## src/design/pexc_pkg.sv

```systemverilog
// Shared constants and types for the pipeline exception and stage sequencer.
package pexc_pkg;

  // ==========================================================================
  // Exception sequence
  // ==========================================================================
  typedef enum logic [4:0] {
    PX_IDLE = 5'h01,
    PX_EX1 = 5'h02,
    PX_EX2 = 5'h04,
    PX_EX3 = 5'h08,
    PX_EX4 = 5'h10
  } pexc_seq_t;

  typedef enum logic [2:0] {
    CS_NONE = 3'h0,
    CS_INTR = 3'h1,
    CS_AFETCH = 3'h2,
    CS_ADATA = 3'h3,
    CS_TBUF = 3'h4,
    CS_ILLEGAL = 3'h5,
    CS_SLOT = 3'h6
  } pexc_cause_t;

  // ==========================================================================
  // Instruction classes seen at the decode_stage
  // ==========================================================================
  typedef enum logic [3:0] {
    CL_INT = 4'h0,
    CL_FOP = 4'h1,
    CL_FLONG = 4'h2,
    CL_XLD = 4'h3,
    CL_YLD = 4'h4,
    CL_XST = 4'h5,
    CL_YST = 4'h6,
    CL_SLD = 4'h7,
    CL_SST = 4'h8,
    CL_DSPOP = 4'h9
  } pexc_cls_t;

  localparam logic [1:0] SZ_BYTE = 2'h0;
  localparam logic [1:0] SZ_WORD = 2'h1;
  localparam logic [1:0] SZ_LONG = 2'h2;

  // ==========================================================================
  // Address map and timing
  // ==========================================================================
  localparam logic [31:0] PERIPH_MASK = 32'hFFFF_0000;
  localparam logic [31:0] PERIPH_BASE = 32'hFFFF_0000;
  localparam logic [31:0] PERIPH8_MASK = 32'hFFFF_C000;
  localparam logic [31:0] PERIPH8_BASE = 32'hFFFF_8000;
  localparam logic [3:0] FLONG_E1_CYCLES = 4'hD;
  localparam logic [3:0] FSHORT_E1_CYCLES = 4'h1;

endpackage

```

## src/design/pexc_if.sv

```systemverilog
// Carrier between the sequencer core, its float timer and its address checker.
`timescale 1ns/1ps
`default_nettype none
interface pexc_if;
  logic f_issue;
  logic f_long;
  logic f_req;
  logic f_int_dec;
  logic f_stall;
  logic f_e2;
  logic f_drop;
  logic [31:0] a_fetch_addr;
  logic [31:0] a_data_addr;
  logic [1:0] a_data_size;
  logic a_data_en;
  logic a_fetch_err;
  logic a_data_err;

  modport core (output f_issue, f_long, f_req, f_int_dec, a_fetch_addr, a_data_addr, a_data_size, a_data_en,
                input f_stall, f_e2, f_drop, a_fetch_err, a_data_err);
  modport fpu (input f_issue, f_long, f_req, f_int_dec, output f_stall, f_e2, f_drop);
  modport achk (input a_fetch_addr, a_data_addr, a_data_size, a_data_en, output a_fetch_err, a_data_err);
endinterface
`default_nettype wire

```

## src/design/pexc_addr_check.sv

```systemverilog
// Instruction fetch and data access address error detection.
`timescale 1ns/1ps
`default_nettype none
module pexc_addr_check (
  pexc_if.achk bus
);
  import pexc_pkg::*;

  function automatic logic in_region(input logic [31:0] a, input logic [31:0] m, input logic [31:0] b);
    in_region = (a & m) == b;
  endfunction

  // Odd fetch address or fetch from the peripheral register area. [RULE6]
  assign bus.a_fetch_err = bus.a_fetch_addr[0] | in_region(bus.a_fetch_addr, PERIPH_MASK, PERIPH_BASE);

  // Misaligned word, misaligned long, or long access to the 8-bit peripheral space. [RULE7]
  assign bus.a_data_err = bus.a_data_en & (
    ((bus.a_data_size == SZ_WORD) & bus.a_data_addr[0]) |
    ((bus.a_data_size == SZ_LONG) & (bus.a_data_addr[1:0] != 2'h0)) |
    ((bus.a_data_size == SZ_LONG) & in_region(bus.a_data_addr, PERIPH8_MASK, PERIPH8_BASE)));
endmodule
`default_nettype wire

```

## src/design/pexc_fpu_seq.sv

```systemverilog
// Float first-stage occupancy timer for divide and square root.
`timescale 1ns/1ps
`default_nettype none
module pexc_fpu_seq (
  input wire logic clk_sys,
  input wire logic reset_n,
  pexc_if.fpu bus
);
  import pexc_pkg::*;

  logic [3:0] e1_cnt_r;
  logic e2_r;
  logic drop_r;

  // A float op may only enter once the first float stage frees up; integer
  // instructions in between do not shorten the wait. [RULE15]
  assign bus.f_stall = bus.f_req & (e1_cnt_r > FSHORT_E1_CYCLES);
  assign bus.f_e2 = e2_r;
  assign bus.f_drop = drop_r;

  always_ff @(posedge clk_sys or negedge reset_n) begin
    if (!reset_n) begin
      e1_cnt_r <= 4'h0;
    end else if (bus.f_issue) begin
      e1_cnt_r <= bus.f_long ? FLONG_E1_CYCLES : FSHORT_E1_CYCLES; // [RULE13]
    end else if (e1_cnt_r != 4'h0) begin
      e1_cnt_r <= e1_cnt_r - 4'h1;
    end
  end

  always_ff @(posedge clk_sys or negedge reset_n) begin
    if (!reset_n) begin
      e2_r <= 1'b0;
    end else begin
      e2_r <= (e1_cnt_r == FSHORT_E1_CYCLES);
    end
  end

  // An integer instruction leaves the float pipe after its float decode slot.
  always_ff @(posedge clk_sys or negedge reset_n) begin
    if (!reset_n) begin
      drop_r <= 1'b0;
    end else begin
      drop_r <= bus.f_int_dec; // [RULE14]
    end
  end
endmodule
`default_nettype wire

```

## src/design/pexc_pipe.sv

```systemverilog
// Exception sequencer and DSP/float stage control for the RISC core pipeline.
// Functional notes
// [RULE1] Interrupt taken at decode; the rest of that instruction becomes the exception sequence.
// [RULE2] Exception sequence: fetch, decode, four execute slots; no delay slot runs.
// [RULE3] One overrun fetch is discarded; handler fetch starts right after the fourth execute.
// [RULE4] Interrupt sources: non-maskable pin, encoded level inputs, on-chip peripherals.
// [RULE5] Address error taken at decode, same six-slot sequence with overrun fetch.
// [RULE6] Fetch from odd address or peripheral register area is a fetch address error.
// [RULE7] Misaligned word/long or long access to 8-bit peripheral space is a data error.
// [RULE8] Translation buffer exception at decode uses the same six-slot sequence.
// [RULE9] Translation buffer causes: miss, invalid, initial page write, protection.
// [RULE10] Illegal instruction may overrun one or two fetches, chosen by the decoded instruction.
// [RULE11] Undefined opcode outside a delay slot raises ordinary illegal instruction.
// [RULE12] Undefined opcode or PC write in a delay slot raises slot illegal.
// [RULE13] Float divide and square root hold the first float stage for 13 cycles.
// [RULE14] Integer instruction after a float op leaves the float pipe after float decode.
// [RULE15] Float op after 2 to 12 integer ops still waits for the long op; the code stalls it only after up to 11.
// [RULE16] X memory load: five stages, DSP write-back, X bus, no fetch contention.
// [RULE17] Y memory load: five stages, DSP write-back, Y bus, no fetch contention.
// [RULE18] X/Y stores use four stages; stall when reading the previous DSP result.
// [RULE19] Single load: five stages, DSP write-back, never stalls a user of the register.
// [RULE20] Single store: four stages; stall when storing the previous DSP result.
// [RULE21] False conditional DSP op skips write-back, timing unchanged.
// [RULE22] Stalls hold fetch and decode and put a bubble into the operate stage.
`timescale 1ns/1ps
`default_nettype none
module pexc_pipe (
  input wire logic clk_sys,
  input wire logic reset_n,
  input wire logic nmi_pin,
  input wire logic [3:0] level_interrupt_inputs,
  input wire logic periph_irq,
  input wire logic [3:0] irq_mask,
  input wire logic dec_valid,
  input wire pexc_pkg::pexc_cls_t dec_cls,
  input wire logic [31:0] dec_pc,
  input wire logic dec_mem_en,
  input wire logic [31:0] dec_mem_addr,
  input wire logic [1:0] dec_mem_size,
  input wire logic dec_undefined,
  input wire logic dec_pc_write,
  input wire logic dec_in_slot,
  input wire logic dec_two_overrun,
  input wire logic dec_cond_false,
  input wire logic dec_uses_dsp_result,
  input wire logic tb_miss,
  input wire logic tb_invalid,
  input wire logic tb_init_write,
  input wire logic tb_protect,
  output logic decode_hold,
  output logic ex_bubble,
  output logic fetch_enable,
  output logic fetch_discard,
  output logic exc_busy,
  output pexc_pkg::pexc_cause_t exc_cause,
  output logic handler_fetch,
  output logic x_bus_access,
  output logic y_bus_access,
  output logic single_bus_access,
  output logic dsp_wb_en,
  output logic fpu_e2,
  output logic fpu_drop
);
  import pexc_pkg::*;

  // ==========================================================================
  // Stage class helpers
  // ==========================================================================
  function automatic logic is_dsp_load(input pexc_cls_t c);
    is_dsp_load = (c == CL_XLD) | (c == CL_YLD) | (c == CL_SLD);
  endfunction

  function automatic logic is_dsp_store(input pexc_cls_t c);
    is_dsp_store = (c == CL_XST) | (c == CL_YST) | (c == CL_SST);
  endfunction

  function automatic logic is_float(input pexc_cls_t c);
    is_float = (c == CL_FOP) | (c == CL_FLONG);
  endfunction

  pexc_if sub ();

  pexc_addr_check u_achk (
    .bus(sub)
  );

  pexc_fpu_seq u_fpu (
    .clk_sys(clk_sys),
    .reset_n(reset_n),
    .bus(sub)
  );

  // ==========================================================================
  // Interrupt sources
  // ==========================================================================
  // Pins pass three flops; a new level is believed once flops two and three agree.
  logic [2:0] nmi_s_r;
  logic nmi_lvl_r;
  logic nmi_pend_r;
  logic [3:0] lvl_s1_r;
  logic [3:0] lvl_s2_r;
  logic [3:0] lvl_s3_r;
  logic [3:0] lvl_r;
  logic irq_req;
  logic nmi_clr;

  always_ff @(posedge clk_sys or negedge reset_n) begin
    if (!reset_n) begin
      nmi_s_r <= 3'h0;
      nmi_lvl_r <= 1'b0;
    end else begin
      nmi_s_r <= {nmi_s_r[1:0], nmi_pin};
      if (nmi_s_r[1] == nmi_s_r[2]) begin
        nmi_lvl_r <= nmi_s_r[2];
      end
    end
  end

  always_ff @(posedge clk_sys or negedge reset_n) begin
    if (!reset_n) begin
      lvl_s1_r <= 4'h0;
      lvl_s2_r <= 4'h0;
      lvl_s3_r <= 4'h0;
    end else begin
      lvl_s1_r <= level_interrupt_inputs;
      lvl_s2_r <= lvl_s1_r;
      lvl_s3_r <= lvl_s2_r;
    end
  end

  genvar gi;
  generate
    for (gi = 0; gi < 4; gi++) begin : g_lvl
      always_ff @(posedge clk_sys or negedge reset_n) begin
        if (!reset_n) begin
          lvl_r[gi] <= 1'b0;
        end else if (lvl_s2_r[gi] == lvl_s3_r[gi]) begin
          lvl_r[gi] <= lvl_s3_r[gi];
        end
      end
    end
  endgenerate

  // The non-maskable edge is latched; a new edge in the clearing cycle is kept.
  always_ff @(posedge clk_sys or negedge reset_n) begin
    if (!reset_n) begin
      nmi_pend_r <= 1'b0;
    end else begin
      nmi_pend_r <= ((nmi_s_r[2] == nmi_s_r[1]) & nmi_s_r[2] & ~nmi_lvl_r) | (nmi_pend_r & ~nmi_clr);
    end
  end

  assign irq_req = nmi_pend_r | (lvl_r > irq_mask) | periph_irq; // [RULE4]

  // ==========================================================================
  // Exception selection at the decode_stage
  // ==========================================================================
  pexc_seq_t seq_r;
  pexc_cause_t cause_now;
  logic take;
  logic two_r;
  logic handler_r;
  pexc_cause_t cause_r;
  logic tb_err;
  logic store_hazard;
  logic stall;
  logic accept;

  assign sub.a_fetch_addr = dec_pc;
  assign sub.a_data_addr = dec_mem_addr;
  assign sub.a_data_size = dec_mem_size;
  assign sub.a_data_en = dec_mem_en;
  assign tb_err = tb_miss | tb_invalid | tb_init_write | tb_protect; // [RULE9]

  // Fixed priority among causes, address faults first, interrupts last.
  always_comb begin
    cause_now = CS_NONE;
    if (sub.a_fetch_err) begin
      cause_now = CS_AFETCH; // [RULE6]
    end else if (sub.a_data_err) begin
      cause_now = CS_ADATA; // [RULE7]
    end else if (tb_err) begin
      cause_now = CS_TBUF; // [RULE8]
    end else if (dec_in_slot & (dec_undefined | dec_pc_write)) begin
      cause_now = CS_SLOT; // [RULE12]
    end else if (dec_undefined) begin
      cause_now = CS_ILLEGAL; // [RULE11]
    end else if (irq_req) begin
      cause_now = CS_INTR; // [RULE1]
    end
  end

  // Any cause replaces the decoding instruction's later stages. [RULE1] [RULE5] [RULE8]
  assign take = dec_valid & (seq_r == PX_IDLE) & (cause_now != CS_NONE);
  assign nmi_clr = take & (cause_now == CS_INTR) & nmi_pend_r;

  always_ff @(posedge clk_sys or negedge reset_n) begin
    if (!reset_n) begin
      seq_r <= PX_IDLE;
    end else begin
      unique case (seq_r)
        PX_IDLE: begin
          if (take) begin
            seq_r <= PX_EX1; // [RULE2]
          end
        end
        PX_EX1: begin
          seq_r <= PX_EX2;
        end
        PX_EX2: begin
          seq_r <= PX_EX3;
        end
        PX_EX3: begin
          seq_r <= PX_EX4;
        end
        PX_EX4: begin
          seq_r <= PX_IDLE;
        end
        default: begin
          seq_r <= PX_IDLE;
        end
      endcase
    end
  end

  always_ff @(posedge clk_sys or negedge reset_n) begin
    if (!reset_n) begin
      cause_r <= CS_NONE;
      two_r <= 1'b0;
    end else if (take) begin
      cause_r <= cause_now;
      two_r <= dec_two_overrun & ((cause_now == CS_ILLEGAL) | (cause_now == CS_SLOT)); // [RULE10]
    end
  end

  // Handler fetch goes out in the slot after the fourth execute slot.
  always_ff @(posedge clk_sys or negedge reset_n) begin
    if (!reset_n) begin
      handler_r <= 1'b0;
    end else begin
      handler_r <= (seq_r == PX_EX4); // [RULE3]
    end
  end

  // The fetch running alongside the taken decode is an overrun and is thrown
  // away, so nothing behind the faulting instruction executes as a slot.
  assign fetch_discard = take | ((seq_r == PX_EX1) & two_r); // [RULE2] [RULE3] [RULE10]
  assign fetch_enable = ((seq_r == PX_IDLE) & ~stall) | take | ((seq_r == PX_EX1) & two_r) | handler_r;

  // ==========================================================================
  // Contention stalls
  // ==========================================================================
  logic ex_vld_r;
  pexc_cls_t ex_cls_r;
  logic ex_nowb_r;
  logic ma_vld_r;
  pexc_cls_t ma_cls_r;
  logic ma_nowb_r;
  logic wb_vld_r;
  pexc_cls_t wb_cls_r;
  logic wb_nowb_r;

  // Stores reading the result of the DSP op just ahead of them wait a slot.
  assign store_hazard = is_dsp_store(dec_cls) & dec_uses_dsp_result & ex_vld_r & (ex_cls_r == CL_DSPOP); // [RULE18] [RULE20]
  assign sub.f_req = dec_valid & is_float(dec_cls);
  assign stall = dec_valid & ~take & (store_hazard | sub.f_stall);
  assign accept = dec_valid & (seq_r == PX_IDLE) & ~take & ~stall;

  // Hold fetch and decode; the operate stage gets a bubble while later stages run on. [RULE22]
  assign decode_hold = (seq_r != PX_IDLE) | stall;
  assign ex_bubble = ~accept;

  assign sub.f_issue = accept & is_float(dec_cls);
  assign sub.f_long = dec_cls == CL_FLONG;
  assign sub.f_int_dec = accept & ~is_float(dec_cls); // [RULE14]

  // ==========================================================================
  // Operate, memory access and DSP write-back stages
  // ==========================================================================
  always_ff @(posedge clk_sys or negedge reset_n) begin
    if (!reset_n) begin
      ex_vld_r <= 1'b0;
      ex_cls_r <= CL_INT;
      ex_nowb_r <= 1'b0;
    end else begin
      ex_vld_r <= accept;
      ex_cls_r <= dec_cls;
      ex_nowb_r <= dec_cond_false;
    end
  end

  always_ff @(posedge clk_sys or negedge reset_n) begin
    if (!reset_n) begin
      ma_vld_r <= 1'b0;
      ma_cls_r <= CL_INT;
      ma_nowb_r <= 1'b0;
    end else begin
      ma_vld_r <= ex_vld_r;
      ma_cls_r <= ex_cls_r;
      ma_nowb_r <= ex_nowb_r;
    end
  end

  always_ff @(posedge clk_sys or negedge reset_n) begin
    if (!reset_n) begin
      wb_vld_r <= 1'b0;
      wb_cls_r <= CL_INT;
      wb_nowb_r <= 1'b0;
    end else begin
      wb_vld_r <= ma_vld_r;
      wb_cls_r <= ma_cls_r;
      wb_nowb_r <= ma_nowb_r;
    end
  end

  // X and Y transfers use their own buses and never gate fetch_enable. [RULE16] [RULE17]
  assign x_bus_access = ma_vld_r & ((ma_cls_r == CL_XLD) | (ma_cls_r == CL_XST));
  assign y_bus_access = ma_vld_r & ((ma_cls_r == CL_YLD) | (ma_cls_r == CL_YST));
  assign single_bus_access = ma_vld_r & ((ma_cls_r == CL_SLD) | (ma_cls_r == CL_SST));

  // Loads end in DSP write-back; a false condition drops it without moving any stage.
  assign dsp_wb_en = wb_vld_r & (is_dsp_load(wb_cls_r) | (wb_cls_r == CL_DSPOP)) & ~wb_nowb_r; // [RULE19] [RULE21]

  assign exc_busy = seq_r != PX_IDLE;
  assign exc_cause = cause_r;
  assign handler_fetch = handler_r;
  assign fpu_e2 = sub.f_e2;
  assign fpu_drop = sub.f_drop;
endmodule
`default_nettype wire

```

## config.mk

```make
export PLATFORM = sky130hd
export DESIGN_NAME = pexc_pipe
export DESIGN_NICKNAME = d
export VERILOG_FILES = /design/src/design/pexc_pkg.sv /design/src/design/pexc_if.sv /design/src/design/pexc_addr_check.sv /design/src/design/pexc_fpu_seq.sv /design/src/design/pexc_pipe.sv
export SDC_FILE = /design/constraint.sdc
export NUM_CORES = 1
export LEC_CHECK = 0
export CAP_MARGIN = 20
export CORE_MARGIN = 2
export CORE_UTILIZATION = 50
export CTS_BUF_LIST = sky130_fd_sc_hd__clkbuf_8 sky130_fd_sc_hd__clkbuf_16
export CTS_CLUSTER_DIAMETER = 100
export DETAILED_ROUTE_END_ITERATION = 16
export DONT_BUFFER_PORTS = 1
export PLACE_DENSITY = 0.63
export SYNTH_ARGS = -nofsm -noshare
export SYNTH_HDL_FRONTEND = slang
export SYNTH_SLANG_ARGS = --single-unit
```

## constraint.sdc

```tcl
create_clock -name clk_sys -period 5.7 [get_ports clk_sys]
set_clock_uncertainty 0.05 [all_clocks]
set_input_delay 0.57 -clock clk_sys [delete_from_list [all_inputs] [get_ports clk_sys]]
set_output_delay 0.57 -clock clk_sys [all_outputs]
set_load 0.02 [all_outputs]
```

Yosys cells after proc, flatten, opt, wreduce, memory -nomap -nowiden. Index checks and enable logic that the tools add are counted.

$add $sub $neg: 1. Order comparisons: 2. Equality and inequality tests: 37. Multiplexer cells: 11. Bitwise gates (word level): 64. Reductions and logical operators: 4.

Operators by type and width (number): $eq 4x3->1 const B (8); $and 1x1->1 (31); $or 1x1->1 (26); $pmux 5 s4 (1); $eq 18x18->1 const B (1); $eq 16x16->1 const B (1); $eq 4x4->1 const B (4); $mux 3 (5); $eq 4x2->1 const B (3); $mux 4 (3); $eq 4x1->1 const B (2); $not 1->1 (7); $eq 1x1->1 (6); $eq 3x3->1 const B (2); $eq 5x1->1 const B (1); $eq 5x2->1 const B (1); $eq 5x3->1 const B (1); $eq 5x4->1 const B (1); $eq 5x5->1 const B (1); $mux 5 (1); $ne 5x1->1 const B (1); $gt 4x1->1 const B (1); $gt 4x4->1 (1); $reduce_bool 2->1 (2); 8 further kinds (8).

Register bits: 55. Bits of input ports: 94. Output and inout bits: 15. Word-level logic and storage cells: 145.

Longest topological paths before layout. Gate-level depths: netlist (run 1).

Depth after elaboration: 19. Depth in mapped cells: 8. Depth with buffers taken out: 8.

Hierarchy. A second synthesis (run 1) with hierarchy kept.

Cell total of the unflattened synthesis: 187. Area total of the unflattened synthesis: 2272.2 um^2.

Modules (own cells, without submodules): pexc_pipe (instances 1, cells each 143, area each 1868.0 um^2, sequential area each 1227.4 um^2); pexc_fpu_seq (instances 1, cells each 27, area each 294.0 um^2, sequential area each 150.1 um^2); pexc_addr_check (instances 1, cells each 17, area each 110.1 um^2, sequential area each 0.0 um^2).

Least setup slack after synthesis (run 1). No wires, ideal clock.

Path kind: input port to output port. Start: input port irq_mask[1]. End: output port fetch_enable. Arrival: 2168 ps. Path slack: 2912 ps. Cell stages on the path: 8. Cell sequence: inv_1 -> ha_1 -> nor2b_1 -> o211ai_1 -> a21o_2 -> and2_2 -> a31o_2 -> or3b_1.

Cells in the longest elaborated chain, start to end: 19.

Ends and longest elaborated chain: from (decl) (RTL line pexc_pipe.sv:33) `input wire logic [3:0] irq_mask,`; $gt 4x4->1 (*) (RTL line pexc_pipe.sv:153) `assign irq_req = nmi_pend_r | (lvl_r > irq_mask) | periph_irq;`; $or 1x1->1 (*) (2 in series) (RTL line pexc_pipe.sv:153); $mux 1 (*) (RTL line pexc_pipe.sv:188) `end else if (irq_req) begin`; $mux 3 (*) (RTL line pexc_pipe.sv:186) `end else if (dec_undefined) begin`; $mux 3 (*) (RTL line pexc_pipe.sv:184) `end else if (dec_in_slot & (dec_undefined | dec_pc_write)) begin`; $mux 3 (*) (RTL line pexc_pipe.sv:182) `end else if (tb_err) begin`; $mux 3 (*) (RTL line pexc_pipe.sv:180) `end else if (sub.a_data_err) begin`; $mux 3 (*) (RTL line pexc_pipe.sv:178) `if (sub.a_fetch_err) begin`; $reduce_bool 3->1 (*) (RTL line pexc_pipe.sv:194) `assign take = dec_valid & (seq_r == PX_IDLE) & (cause_now != CS_NONE);`; $and 1x1->1 (*) (RTL line pexc_pipe.sv:194); $not 1->1 (RTL line pexc_pipe.sv:266) `assign stall = dec_valid & ~take & (store_hazard | sub.f_stall);`; $and 1x1->1 (2 in series) (RTL line pexc_pipe.sv:266); $not 1->1 (RTL line pexc_pipe.sv:248) `assign fetch_enable = ((seq_r == PX_IDLE) & ~stall) | take | ((seq_r == PX_EX1) & two_r) | handler_r;`; $and 1x1->1 (RTL line pexc_pipe.sv:248); $or 1x1->1 (*) (3 in series) (RTL line pexc_pipe.sv:248); to (decl) (RTL line pexc_pipe.sv:52) `output logic fetch_enable,`.

Every way passes the cells marked *; elsewhere a longest branch is shown, timed or not.

Worst setup path after layout (run 1).
Start: register lvl_r[1]. End: output port fetch_enable.

Cells in the longest elaborated chain, start to end: 19.

Ends and longest elaborated chain: from (decl) (RTL line pexc_pipe.sv:103) `logic [3:0] lvl_r;`; from (signal, indexed assignment) (RTL line pexc_pipe.sv:138) `lvl_r[gi] <= lvl_s3_r[gi];`; $gt 4x4->1 (*) (RTL line pexc_pipe.sv:153); $or 1x1->1 (*) (2 in series) (RTL line pexc_pipe.sv:153); $mux 1 (*) (RTL line pexc_pipe.sv:188); $mux 3 (*) (RTL line pexc_pipe.sv:186); $mux 3 (*) (RTL line pexc_pipe.sv:184); $mux 3 (*) (RTL line pexc_pipe.sv:182); $mux 3 (*) (RTL line pexc_pipe.sv:180); $mux 3 (*) (RTL line pexc_pipe.sv:178); $reduce_bool 3->1 (*) (RTL line pexc_pipe.sv:194); $and 1x1->1 (*) (RTL line pexc_pipe.sv:194); $not 1->1 (RTL line pexc_pipe.sv:266); $and 1x1->1 (2 in series) (RTL line pexc_pipe.sv:266); $not 1->1 (RTL line pexc_pipe.sv:248); $and 1x1->1 (RTL line pexc_pipe.sv:248); $or 1x1->1 (*) (3 in series) (RTL line pexc_pipe.sv:248).

Marks and branches as above.

==> results.md, run 1 <==
- Met2 WL: approximately 2100 um
- Vias: between 1000 and 1500
- DR DRC count: 0
- Status: complete, no violations
- Worst skew pair latency: approximately 0.3 ns
- Reg2reg start: seq_r[3]$_DFFE_PN0P_
- Dpl cells: between 200 and 250
- DP Worst Slack: around 2.7 ns
- Io pins: 109
- Worst Path Buf+Inv: 0
- CP endpoint kind: primary output
- Fin crit share: around 53%
- Compound-Gate Fraction of Synth Area: a little over a tenth
- Share of cells above drive strength 1: a little over a tenth
- Port bufs: 0
- Clock transition at path regs: ~0.090 ns
- M1 WL: approximately 1700 um
- Number of DRC markers in iteration 0: 55
- R2R cell count: 5
- CTS Buf Count: 5
- # setup viols final: 0
- Vias in the first global route: 1452
- Die area: roughly 5000 um2
- First-pass GRT wire length: ~6800 um
- Reg2reg end: u_fpu.bus.f_drop$_DFF_PN0_
- Largest net degree at the start of global routing: 55
- CTS max path bufs: 2
- Crit-path max FO: 4
- Worst Max-Slew Pin Slew: about 0.87 ns
- FF+latch count, synth: 55
- Core area: 4384 um2
- Number of diodes: 0
- WP data required: between 5 and 6 ns
- Die W: just over 70 um
- Fin. max-slew vios: 0
- Avg WL per Cell: roughly 17 um
- Commonest non-fill, non-tap cell in the layout: dfrtp_1
- Max VDD drop: ~0.23 mV
- Gr usage total: 17.13%
- CTS Sinks: 55
- CTS tree: done
- CTS resizes: 0
- Worst Hold Class: input pin to asynchronous set/reset pin
- Main combinational cell family by area after synthesis: simple AND/OR/NAND/NOR gates
- Syn Nets: between 200 and 300
- Die Ht: 71.73 um
- Library cells used by synthesis: between 40 and 50
- P per Cell Area: approximately 360 nW/um2
- Count of flip-flops with a built-in enable after synthesis: 0
- FMAX: about 0.33 GHz
- Crit path DAT: about 2.4 ns
- Total setup buffers inserted after CTS: 0
- RSZ-0062 raised after global routing: false
- Period minus WS final: between 3 and 4 ns
- Cells along the critical path: ha_1 -> nor2b_1 -> o211ai_1 -> a21o_2 -> and2_2 -> a31o_2 -> or3b_1
- Xor and xnor area share after synthesis: roughly 1.1%
- Fraction of registers with async set/reset: 100.0%
- Rel. slew slack: 41.27%
- Simple-Gate Fraction of Synth Area: a little under a fifth
- Antenna violations before repair: 0
- Synth Area per Inst: ~13 um2
- Max cap viols: 0
- CP max stage delay: about 0.48 ns
- DP HPWL: around 3200 um
- Post-synth top flop: dfrtp_1
- H-tree depth: 2
- CP startpoint kind: flip-flop
- Synth Area in Adders: between 5 and 6%
- Fillers: between 300 and 400
- WHS: approximately 0.056 ns
- Most frequent cells in the layout: dfrtp_1, inv_1, nand4_1
- Setup ws final: roughly 2.7 ns
- Mux share of post-synthesis cell area: 1.364%
- Slowest CP cell: or3b_1
- Reg2Reg Setup Slack: approximately 3.7 ns
- WS Path Type: flip-flop to primary output
- Register area: ~1400 um2
- Non-filler cells in the finished layout: ~240
- Yosys warning count: 0
- Final hold vios: 0
- Mapped Cells: 183
- Root buffer cell: clkbuf_8
- Initial core utilization: 52.31%
- Setup TNS: 0 ns
- Gr ovfl total: 0
- Routed WL: slightly above 4000 um
- Post-route ant nets: 0
- Top cell family by delay on the critical path: simple AND/OR/NAND/NOR gates
- Detailed Routing Iterations Pass 1: 4
- Area of the multi-input gates: between 800 and 900 um2
- Uppermost routed layer: met4
- GP Congestion: about 0.77
- Sequential area share after synthesis: 60.07%
- Vias per cell: ~6
- Row count: 24
- Nets@finish: approximately 290
- P&R area growth vs syn: 7.638%
- Cell leakage power: between 1 and 1.5 nW
- Met3 wire length: 344 um
- Syn Std Cell Area: approximately 2300 um2
-- cell type report --
| type | instances | share of cell area (%) |
|---|---|---|
| Sequential cell | 55 | 55.80 |
| Timing Repair Buffer | 1 | 1.115 |
| Clock inverter | 2 | 0.5575 |
| Tap cell | 52 | 2.636 |
| Clock buffer | 5 | 2.788 |
| Inverter | 12 | 1.825 |
| Multi-Input combinational cell | 116 | 35.28 |
-- sequential cells by signal, indices dropped and copies added, names as in the netlist, 3 cells and up --
signal          cells
lvl_s1_r            4
lvl_r               4
ex_cls_r            4
lvl_s3_r            4
lvl_s2_r            4
exc_cause           3
seq_r               5
u_fpu.e1_cnt_r      4
nmi_s_r             3
wb_cls_r            4
ma_cls_r            4
-- Yosys cell counts, types with 3 or more instances --
cell	number	area, um2
nand4_1	11	68.82
and2_1	3	18.77
ha_1	7	87.58
a21oi_1	5	25.02
o211ai_1	3	22.52
nor3_1	5	25.02
maj3_1	4	40.04
inv_1	12	45.04
nand4b_1	4	35.03
dfrtp_1	54	1351
o21ai_0	8	40.04
nor2b_1	3	18.77
nor2_1	7	26.28
nor3b_1	3	22.52
nand2_1	8	30.03
-- layer usage --
metal  GRT usage, %  vias to the layer above
li1               -                      687
met2          28.40                       43
met4          6.080                        0
met1          20.55                      720
met3          6.470                        5
met5              0                        -
-- through the flow --
stage | utilization, % | area [um2] | power [mW]
after global routing | 56.31 | 2469 | 0.9567
after floorplan | - | 2293 | 0.6579
after global placement | 53.80 | 2359 | 0.6865
after CTS | 56.31 | 2469 | 0.9141
final | 56.31 | 2469 | 0.8986
after detailed placement | 53.80 | 2359 | 0.7009
-- where the power goes --
group	switching (mW)	total (mW)	internal, mW
Clock	0.116	0.200	0.0842
Sequential	0.0525	0.495	0.442
Combinational	0.117	0.204	0.0876
-- logic make-up after synthesis --
kind of cell	Yosys count
flip-flops	55
AO/OA/AOI/OAI	33
XOR/XNOR	3
AND/OR/NAND/NOR	66
multiplexers	3
adder cells (fa/ha/maj)	11
buffers and inverters	12
-- worst max-delay path by stage --
stage	slack, ns	start	to	cells past startpoint
after floorplan	2.91	irq_mask[1]	fetch_enable	8
after global placement	2.79	irq_mask[1]	fetch_enable	8
after detailed placement	2.75	irq_mask[1]	fetch_enable	8
after CTS	2.63	lvl_r[1]$_DFFE_PN0N_	fetch_enable	7
after global routing	2.52	lvl_r[1]$_DFFE_PN0N_	fetch_enable	7
final	2.66	lvl_r[1]$_DFFE_PN0N_	fetch_enable	7
-- repair_timing --
item,in CTS,in global routing
hold buffers,1,0
endpoints found under the setup margin,0,0
endpoints found under the hold margin,54,0
(Power assumes the default switching activity.)
==> run 2: changes to the inputs <==
Clock period 5.7 ns to 3 ns, I/O delays scaled along.
==> run 2 against run 1 <==
  * Utilization is 2.5 points higher
  * Combinational power is 97% higher
  * Sequential share of layout area is 2.4 points lower
  * Flip-flop and latch count stayed put
  * Critical endpoint unchanged
  * Largest cell class unchanged
  * Highest routed layer unchanged
==> results.md, run 2 (synthesis results as in run 1) <==
- Register area: 1378 um2 (unchanged)
- FMAX: around 0.36 GHz
- Most frequent cells in the layout: dfrtp_1, inv_1, nand4_1, dlygate4sd3_1
- Root buffer cell: clkbuf_8
- H-tree depth: 2 (unchanged)
- GP Congestion: 0.7702 (unchanged)
- Vias in the first global route: 1507 (+3.8%)
- CP endpoint kind: primary output
- Fin crit share: 92.16%
- Number of diodes: 0 (unchanged)
- Die Ht: 71.73 um (unchanged)
- Largest net degree at the start of global routing: 56 (+1.8%)
- Period minus WS final: ~2.8 ns
- Psw: 546.6 uW (+92%)
- Gr usage total: 17.50% (+0.37 points)
- # setup viols final: 0 (unchanged)
- Fillers: 350 (-3.3%)
- Setup TNS: 0 ns (unchanged)
- Number of DRC markers in iteration 0: 86 (+56%)
- P&R area growth vs syn: 12.44%
- Crit path depth: 7 (unchanged)
- CTS max path bufs: 2 (unchanged)
- Clock transition at path regs: 0.09 ns (about the same)
- Die area: 5144 um2 (unchanged)
- CP max stage delay: 0.48 ns (about the same)
- Fin. max-slew vios: 0 (unchanged)
- Core area: 4384 um2 (unchanged)
- Crit path to: fetch_enable
- Antenna violations before repair: 0 (unchanged)
- RSZ-0062 raised after global routing: false
- Switching Share: 31.73% (+0.052 points)
- Initial core utilization: 52.31% (unchanged)
- Commonest non-fill, non-tap cell in the layout: dfrtp_1
- CTS resizes: 0 (unchanged)
- Worst skew pair latency: 0.30 ns (about the same)
- Avg WL per Cell: 16.56 um (-3.1%)
- Worst Hold Class: input pin to flip-flop
- Vias: 1504 (+3.4%)
- CTS Buf Count: 5 (unchanged)
- Reg2reg end: u_fpu.bus.f_drop$_DFF_PN0_
- Slowest CP cell: or3b_1
- Cell leakage power: 1.112 nW (+4.3%)
- Share of cells above drive strength 1: 10.40% (-0.60 points)
- CTS Sinks: 55 (unchanged)
- Nets@finish: 303 (+3.8%)
- Post-route ant nets: 0 (unchanged)
- Detailed Routing Iterations Pass 1: 4 (unchanged)
- DP HPWL: 3236 um (unchanged)
- Top cell family by delay on the critical path: simple AND/OR/NAND/NOR gates
- First-pass GRT wire length: 7003 um (+3.4%)
- Routed WL: 4207 um (+1.3%)
- Final hold vios: 0 (unchanged)
- CP startpoint kind: flip-flop
- Crit path DAT: 2.41 ns (about the same)
- CTS Hold Bufs: 12 (+11)
- Total setup buffers inserted after CTS: 0 (unchanged)
- Crit-path max FO: 4 (unchanged)
- Worst Setup SP: lvl_r[1]$_DFFE_PN0N_
- Row count: 24 (unchanged)
- Biggest register: seq_r
- CTS tree: done
- Worst Path Buf+Inv: 0 (unchanged)
- Die W: 71.73 um (unchanged)
- Io pins: 109 (unchanged)
- Reg2reg start: seq_r[3]$_DFFE_PN0P_
- Clock Power Share: 22.2% (about the same)
- Reg2Reg Setup Slack: 0.95 ns (-2.70 ns)
- Internal cell power: 1.176 mW (+92%)
- WS Path Type: flip-flop to primary output
- Area of the multi-input gates: 870.8 um2 (unchanged)
- Flop pwr share: 54.6% (-0.4 points)
- Max cap viols: 0 (unchanged)
- P per Cell Area: 667.9 nW/um2 (+83%)
- Worst Max-Slew Pin Slew: 0.8737 ns (+0.004561 ns)
- Cells along the critical path: ha_1 -> nor2b_1 -> o211ai_1 -> a21o_2 -> and2_2 -> a31o_2 -> or3b_1
- Vias per cell: 5.921 (-1.1%)
- Status: complete, no violations
- Number of flip-flops in the largest register: 5 (unchanged)
- DR DRC count: 0 (unchanged)
- Gr ovfl total: 0 (unchanged)
- Fin util: 58.82% (+2.5 points)
- Comb pwr share: 23.3% (+0.6 points)
- R2R cell count: 5 (unchanged)
- Max VDD drop: 0.4462 mV (+90%)
- WHS: 0.1112 ns (+0.05530 ns)
- Port bufs: 0 (unchanged)
- Rel. slew slack: 40.96% (-0.31 points)
- WP data required: 2.65 ns (-2.43 ns)
[run 2: layout make-up]
cell class / count / area share [%]
clock buffer: 5 / 2.669
clock inverter: 2 / 0.5337
inverter: 12 / 1.747
multi-input combinational: 116 / 33.77
sequential: 55 / 53.42
tap: 52 / 2.523
timing repair buffer: 12 / 5.337
[run 2: worst min path at each step]
stage,start,endpoint,slack [ns],cells after the start
final,dec_two_overrun,two_r$_DFFE_PN0P_,0.11,2
after global routing,dec_two_overrun,two_r$_DFFE_PN0P_,0.10,2
after CTS,dec_two_overrun,two_r$_DFFE_PN0P_,0.10,2
after detailed placement,reset_n,lvl_r[2]$_DFFE_PN0N_,-0.04,0
after global placement,reset_n,lvl_r[2]$_DFFE_PN0N_,-0.04,0
after floorplan,reset_n,ex_cls_r[0]$_DFF_PN0_,-0.05,0
[run 2: power by group through the flow]
stage / combinational (mW) / clock, mW / sequential, mW
finish: 0.401 / 0.382 / 0.940
detailed placement: 0.376 / 0 / 0.956
CTS: 0.408 / 0.400 / 0.941
global route: 0.451 / 0.429 / 0.952
floorplan: 0.318 / 0 / 0.932
global placement: 0.357 / 0 / 0.947
[run 2: metal layers]
layer | track usage, % | vias to the layer above | part of all wire [%] | wire (um)
met5 | 0 | - | 0 | 0
met4 | 6.080 | 0 | 1.0 | 44
met3 | 6.470 | 5 | 8.6 | 360
met2 | 28.50 | 50 | 51 | 2148
met1 | 21.61 | 742 | 39 | 1655
li1 | - | 707 | - | -
[run 2: stage by stage]
step	area (um2)	total power, mW	setup WS, ns	cells
finish	2579	1.722	0.2352	254
global route	2579	1.832	0.08905	254
CTS	2579	1.749	0.1982	254
detailed placement	2359	1.332	0.5479	235
global placement	2359	1.304	0.5857	235
floorplan	2293	1.250	0.7224	183
==> run 3: changes to the inputs <==
Settings changed: PLACE_DENSITY 0.63 to 0.66.
Clock period 3 ns to 2.3 ns, I/O delays scaled along.
==> run 3 against run 2 <==
  * The flow now finishes with violations (negative setup slack)
  * Utilization rose by 4.8 points
  * Power rose by 48%
  * Via count rose by 4.3%
  * Count of clock-buffer cells in the layout did not move
  * Flip-flop and latch count did not move
  * Largest power group unchanged
  * Routed wire length rose by 8.6%
  * Critical path type unchanged
  * Setup slack got worse by 0.40 ns
  * Die area did not move
  * Non-clock buffer count rose by 13
  * Sequential power rose by 31%
  * Cell area rose by 8.1%
==> results.md, run 3 (synthesis results as in run 1) <==
- Antenna violations before repair: 0 (unchanged)
- WS Path Type: flip-flop to primary output
- Die W: 71.73 um (unchanged)
- CTS max path bufs: 2 (unchanged)
- Worst skew pair latency: 0.30 ns (about the same)
- DP HPWL: 3337 um (+3.1%)
- Die Ht: 71.73 um (unchanged)
- Setup TNS: -0.2395 ns (-0.2395 ns)
- DR DRC count: 0 (unchanged)
- Fin util: 63.58% (+4.8 points)
- Commonest non-fill, non-tap cell in the layout: dfrtp_1
- Crit path DAT: 2.19 ns (-0.22 ns)
- Max VDD drop: 0.7029 mV (+58%)
- Reg2reg end: u_fpu.bus.f_drop$_DFF_PN0_
- Final hold vios: 0 (unchanged)
- Crit-path max FO: 4 (unchanged)
- Root buffer cell: clkbuf_8
- Routed WL: 4568 um (+8.6%)
- CTS Sinks: 55 (unchanged)
- Nets@finish: 316 (+4.3%)
- Clock transition at path regs: 0.09 ns (about the same)
- WHS: 0.04110 ns (-0.07007 ns)
- P&R area growth vs syn: 21.55%
- Number of DRC markers in iteration 0: 85 (-1.2%)
- Placed instance area: 2434 um2 (+3.2%)
- GP Congestion: 0.7750 (+0.62%)
- R2R cell count: 7 (+2)
- Design area: 2788 um2 (+8.1%)
- FMAX: just over 0.4 GHz
- Status: finished, violations left
- P per Cell Area: 915.7 nW/um2 (+37%)
- DP Worst Slack: 0.07081 ns (-0.4771 ns)
- Max cap viols: 0 (unchanged)
- Share of cells above drive strength 1: 18.98% (+8.6 points)
- Vias in the first global route: 1627 (+8.0%)
- Post-route ant nets: 0 (unchanged)
- Reg2Reg Setup Slack: 0.32 ns (-0.63 ns)
- Period minus WS final: about 2.5 ns
- Non-filler cells in the finished layout: 268 (+5.5%)
- Number of diodes: 0 (unchanged)
- Fillers: 328 (-6.3%)
- Port bufs: 0 (unchanged)
- Worst Max-Slew Pin Slew: 0.4370 ns (-0.4367 ns)
- Gr ovfl total: 0 (unchanged)
- CP startpoint kind: flip-flop
- Initial core utilization: 52.31% (unchanged)
- Largest net degree at the start of global routing: 56 (unchanged)
- Gr usage total: 18.58% (+1.1 points)
- Vias per cell: 5.851 (-1.2%)
- # setup viols final: 2 (+2)
- Die area: 5144 um2 (unchanged)
- Worst hold start: dec_two_overrun
- Reg2reg start: u_fpu.e1_cnt_r[1]$_DFFE_PN0P_
- Worst Hold Class: input pin to flip-flop
- Area of the multi-input gates: 945.9 um2 (+8.6%)
- Row count: 24 (unchanged)
- Setup ws final: -0.1687 ns (-0.4039 ns)
- Dpl cells: 245 (+4.3%)
- First-pass GRT wire length: 7217 um (+3.1%)
- Register area: 1378 um2 (unchanged)
- Endpoint, Worst Hold: two_r$_DFFE_PN0P_
- Avg WL per Cell: 17.04 um (+2.9%)
- Failing checks: negative setup slack
- Fin crit share: 107.3%
- Biggest register: seq_r
- Most frequent cells in the layout: dfrtp_1, inv_1, nand4_1, dlygate4sd3_1, buf_4
- Overall power: 2.553 mW (+48%)
- Io pins: 109 (unchanged)
- CTS tree: done
- Hold path depth: 2 (unchanged)
- Number of flip-flops in the largest register: 5 (unchanged)
- Fin. max-slew vios: 0 (unchanged)
- CP endpoint kind: primary output
- Worst Setup SP: lvl_r[1]$_DFFE_PN0N_
- Cell leakage power: 1.206 nW (+8.4%)
- Vias: 1568 (+4.3%)
- Detailed Routing Iterations Pass 1: 4 (unchanged)
- CTS Buf Count: 5 (unchanged)
- WP data required: 2.02 ns (-0.63 ns)
- Rel. slew slack: 70.73% (+30 points)
- RSZ-0062 raised after global routing: true
- Core area: 4384 um2 (unchanged)
- H-tree depth: 2 (unchanged)
-- run 3: metal layers --
metal / vias up / global-route usage [%] / wire (um)
met5: - / 0 / 0
met4: 0 / 7.547 / 107
met3: 12 / 5.204 / 365
met2: 79 / 33.44 / 2409
met1: 748 / 20.60 / 1686
li1: 729 / - / -
-- run 3: area by class of cell --
type	instances	area share (%)
sequential	55	49.42
timing repair buffer	25	8.707
clock buffer	5	2.469
tap	52	2.334
inverter	12	1.616
multi-input combinational	116	33.93
clock inverter	3	1.526
-- run 3: where the power goes --
part	total (mW)	internal [mW]	switching, mW
clock network	0.630	0.325	0.305
registers	1.23	1.10	0.135
logic	0.692	0.350	0.343
total	2.55	1.77	0.782
-- run 3: worst max-delay path, stage by stage, from the launching register on --
cell,delay [ns]
dfrtp_1,0.42
ha_4,0.23
nor2b_4,0.12
o211ai_1,0.19
a21o_2,0.22
and2_4,0.16
a31o_4,0.15
or3b_4,0.42
-- run 3: how the worst max path moves through the flow --
| stage | slack, ns | endpoint |
|---|---|---|
| 3_5_place_dp | 0.07 | fetch_enable |
| 3_3_place_gp | 0.08 | fetch_enable |
| 6_report | -0.17 | fetch_enable |
| 4_1_cts | -0.23 | fetch_enable |
| 5_1_grt | -0.30 | fetch_enable |
| 2_1_floorplan | 0.09 | fetch_enable |
-- run 3: timing repair --
action,CTS,global route
setup endpoints to repair,3,4
gates resized for setup,5,8
pin swaps,1,4
buffers inserted,1,2
hold buffers,12,0
endpoints found under the hold margin,65,0
gates cloned,0,0
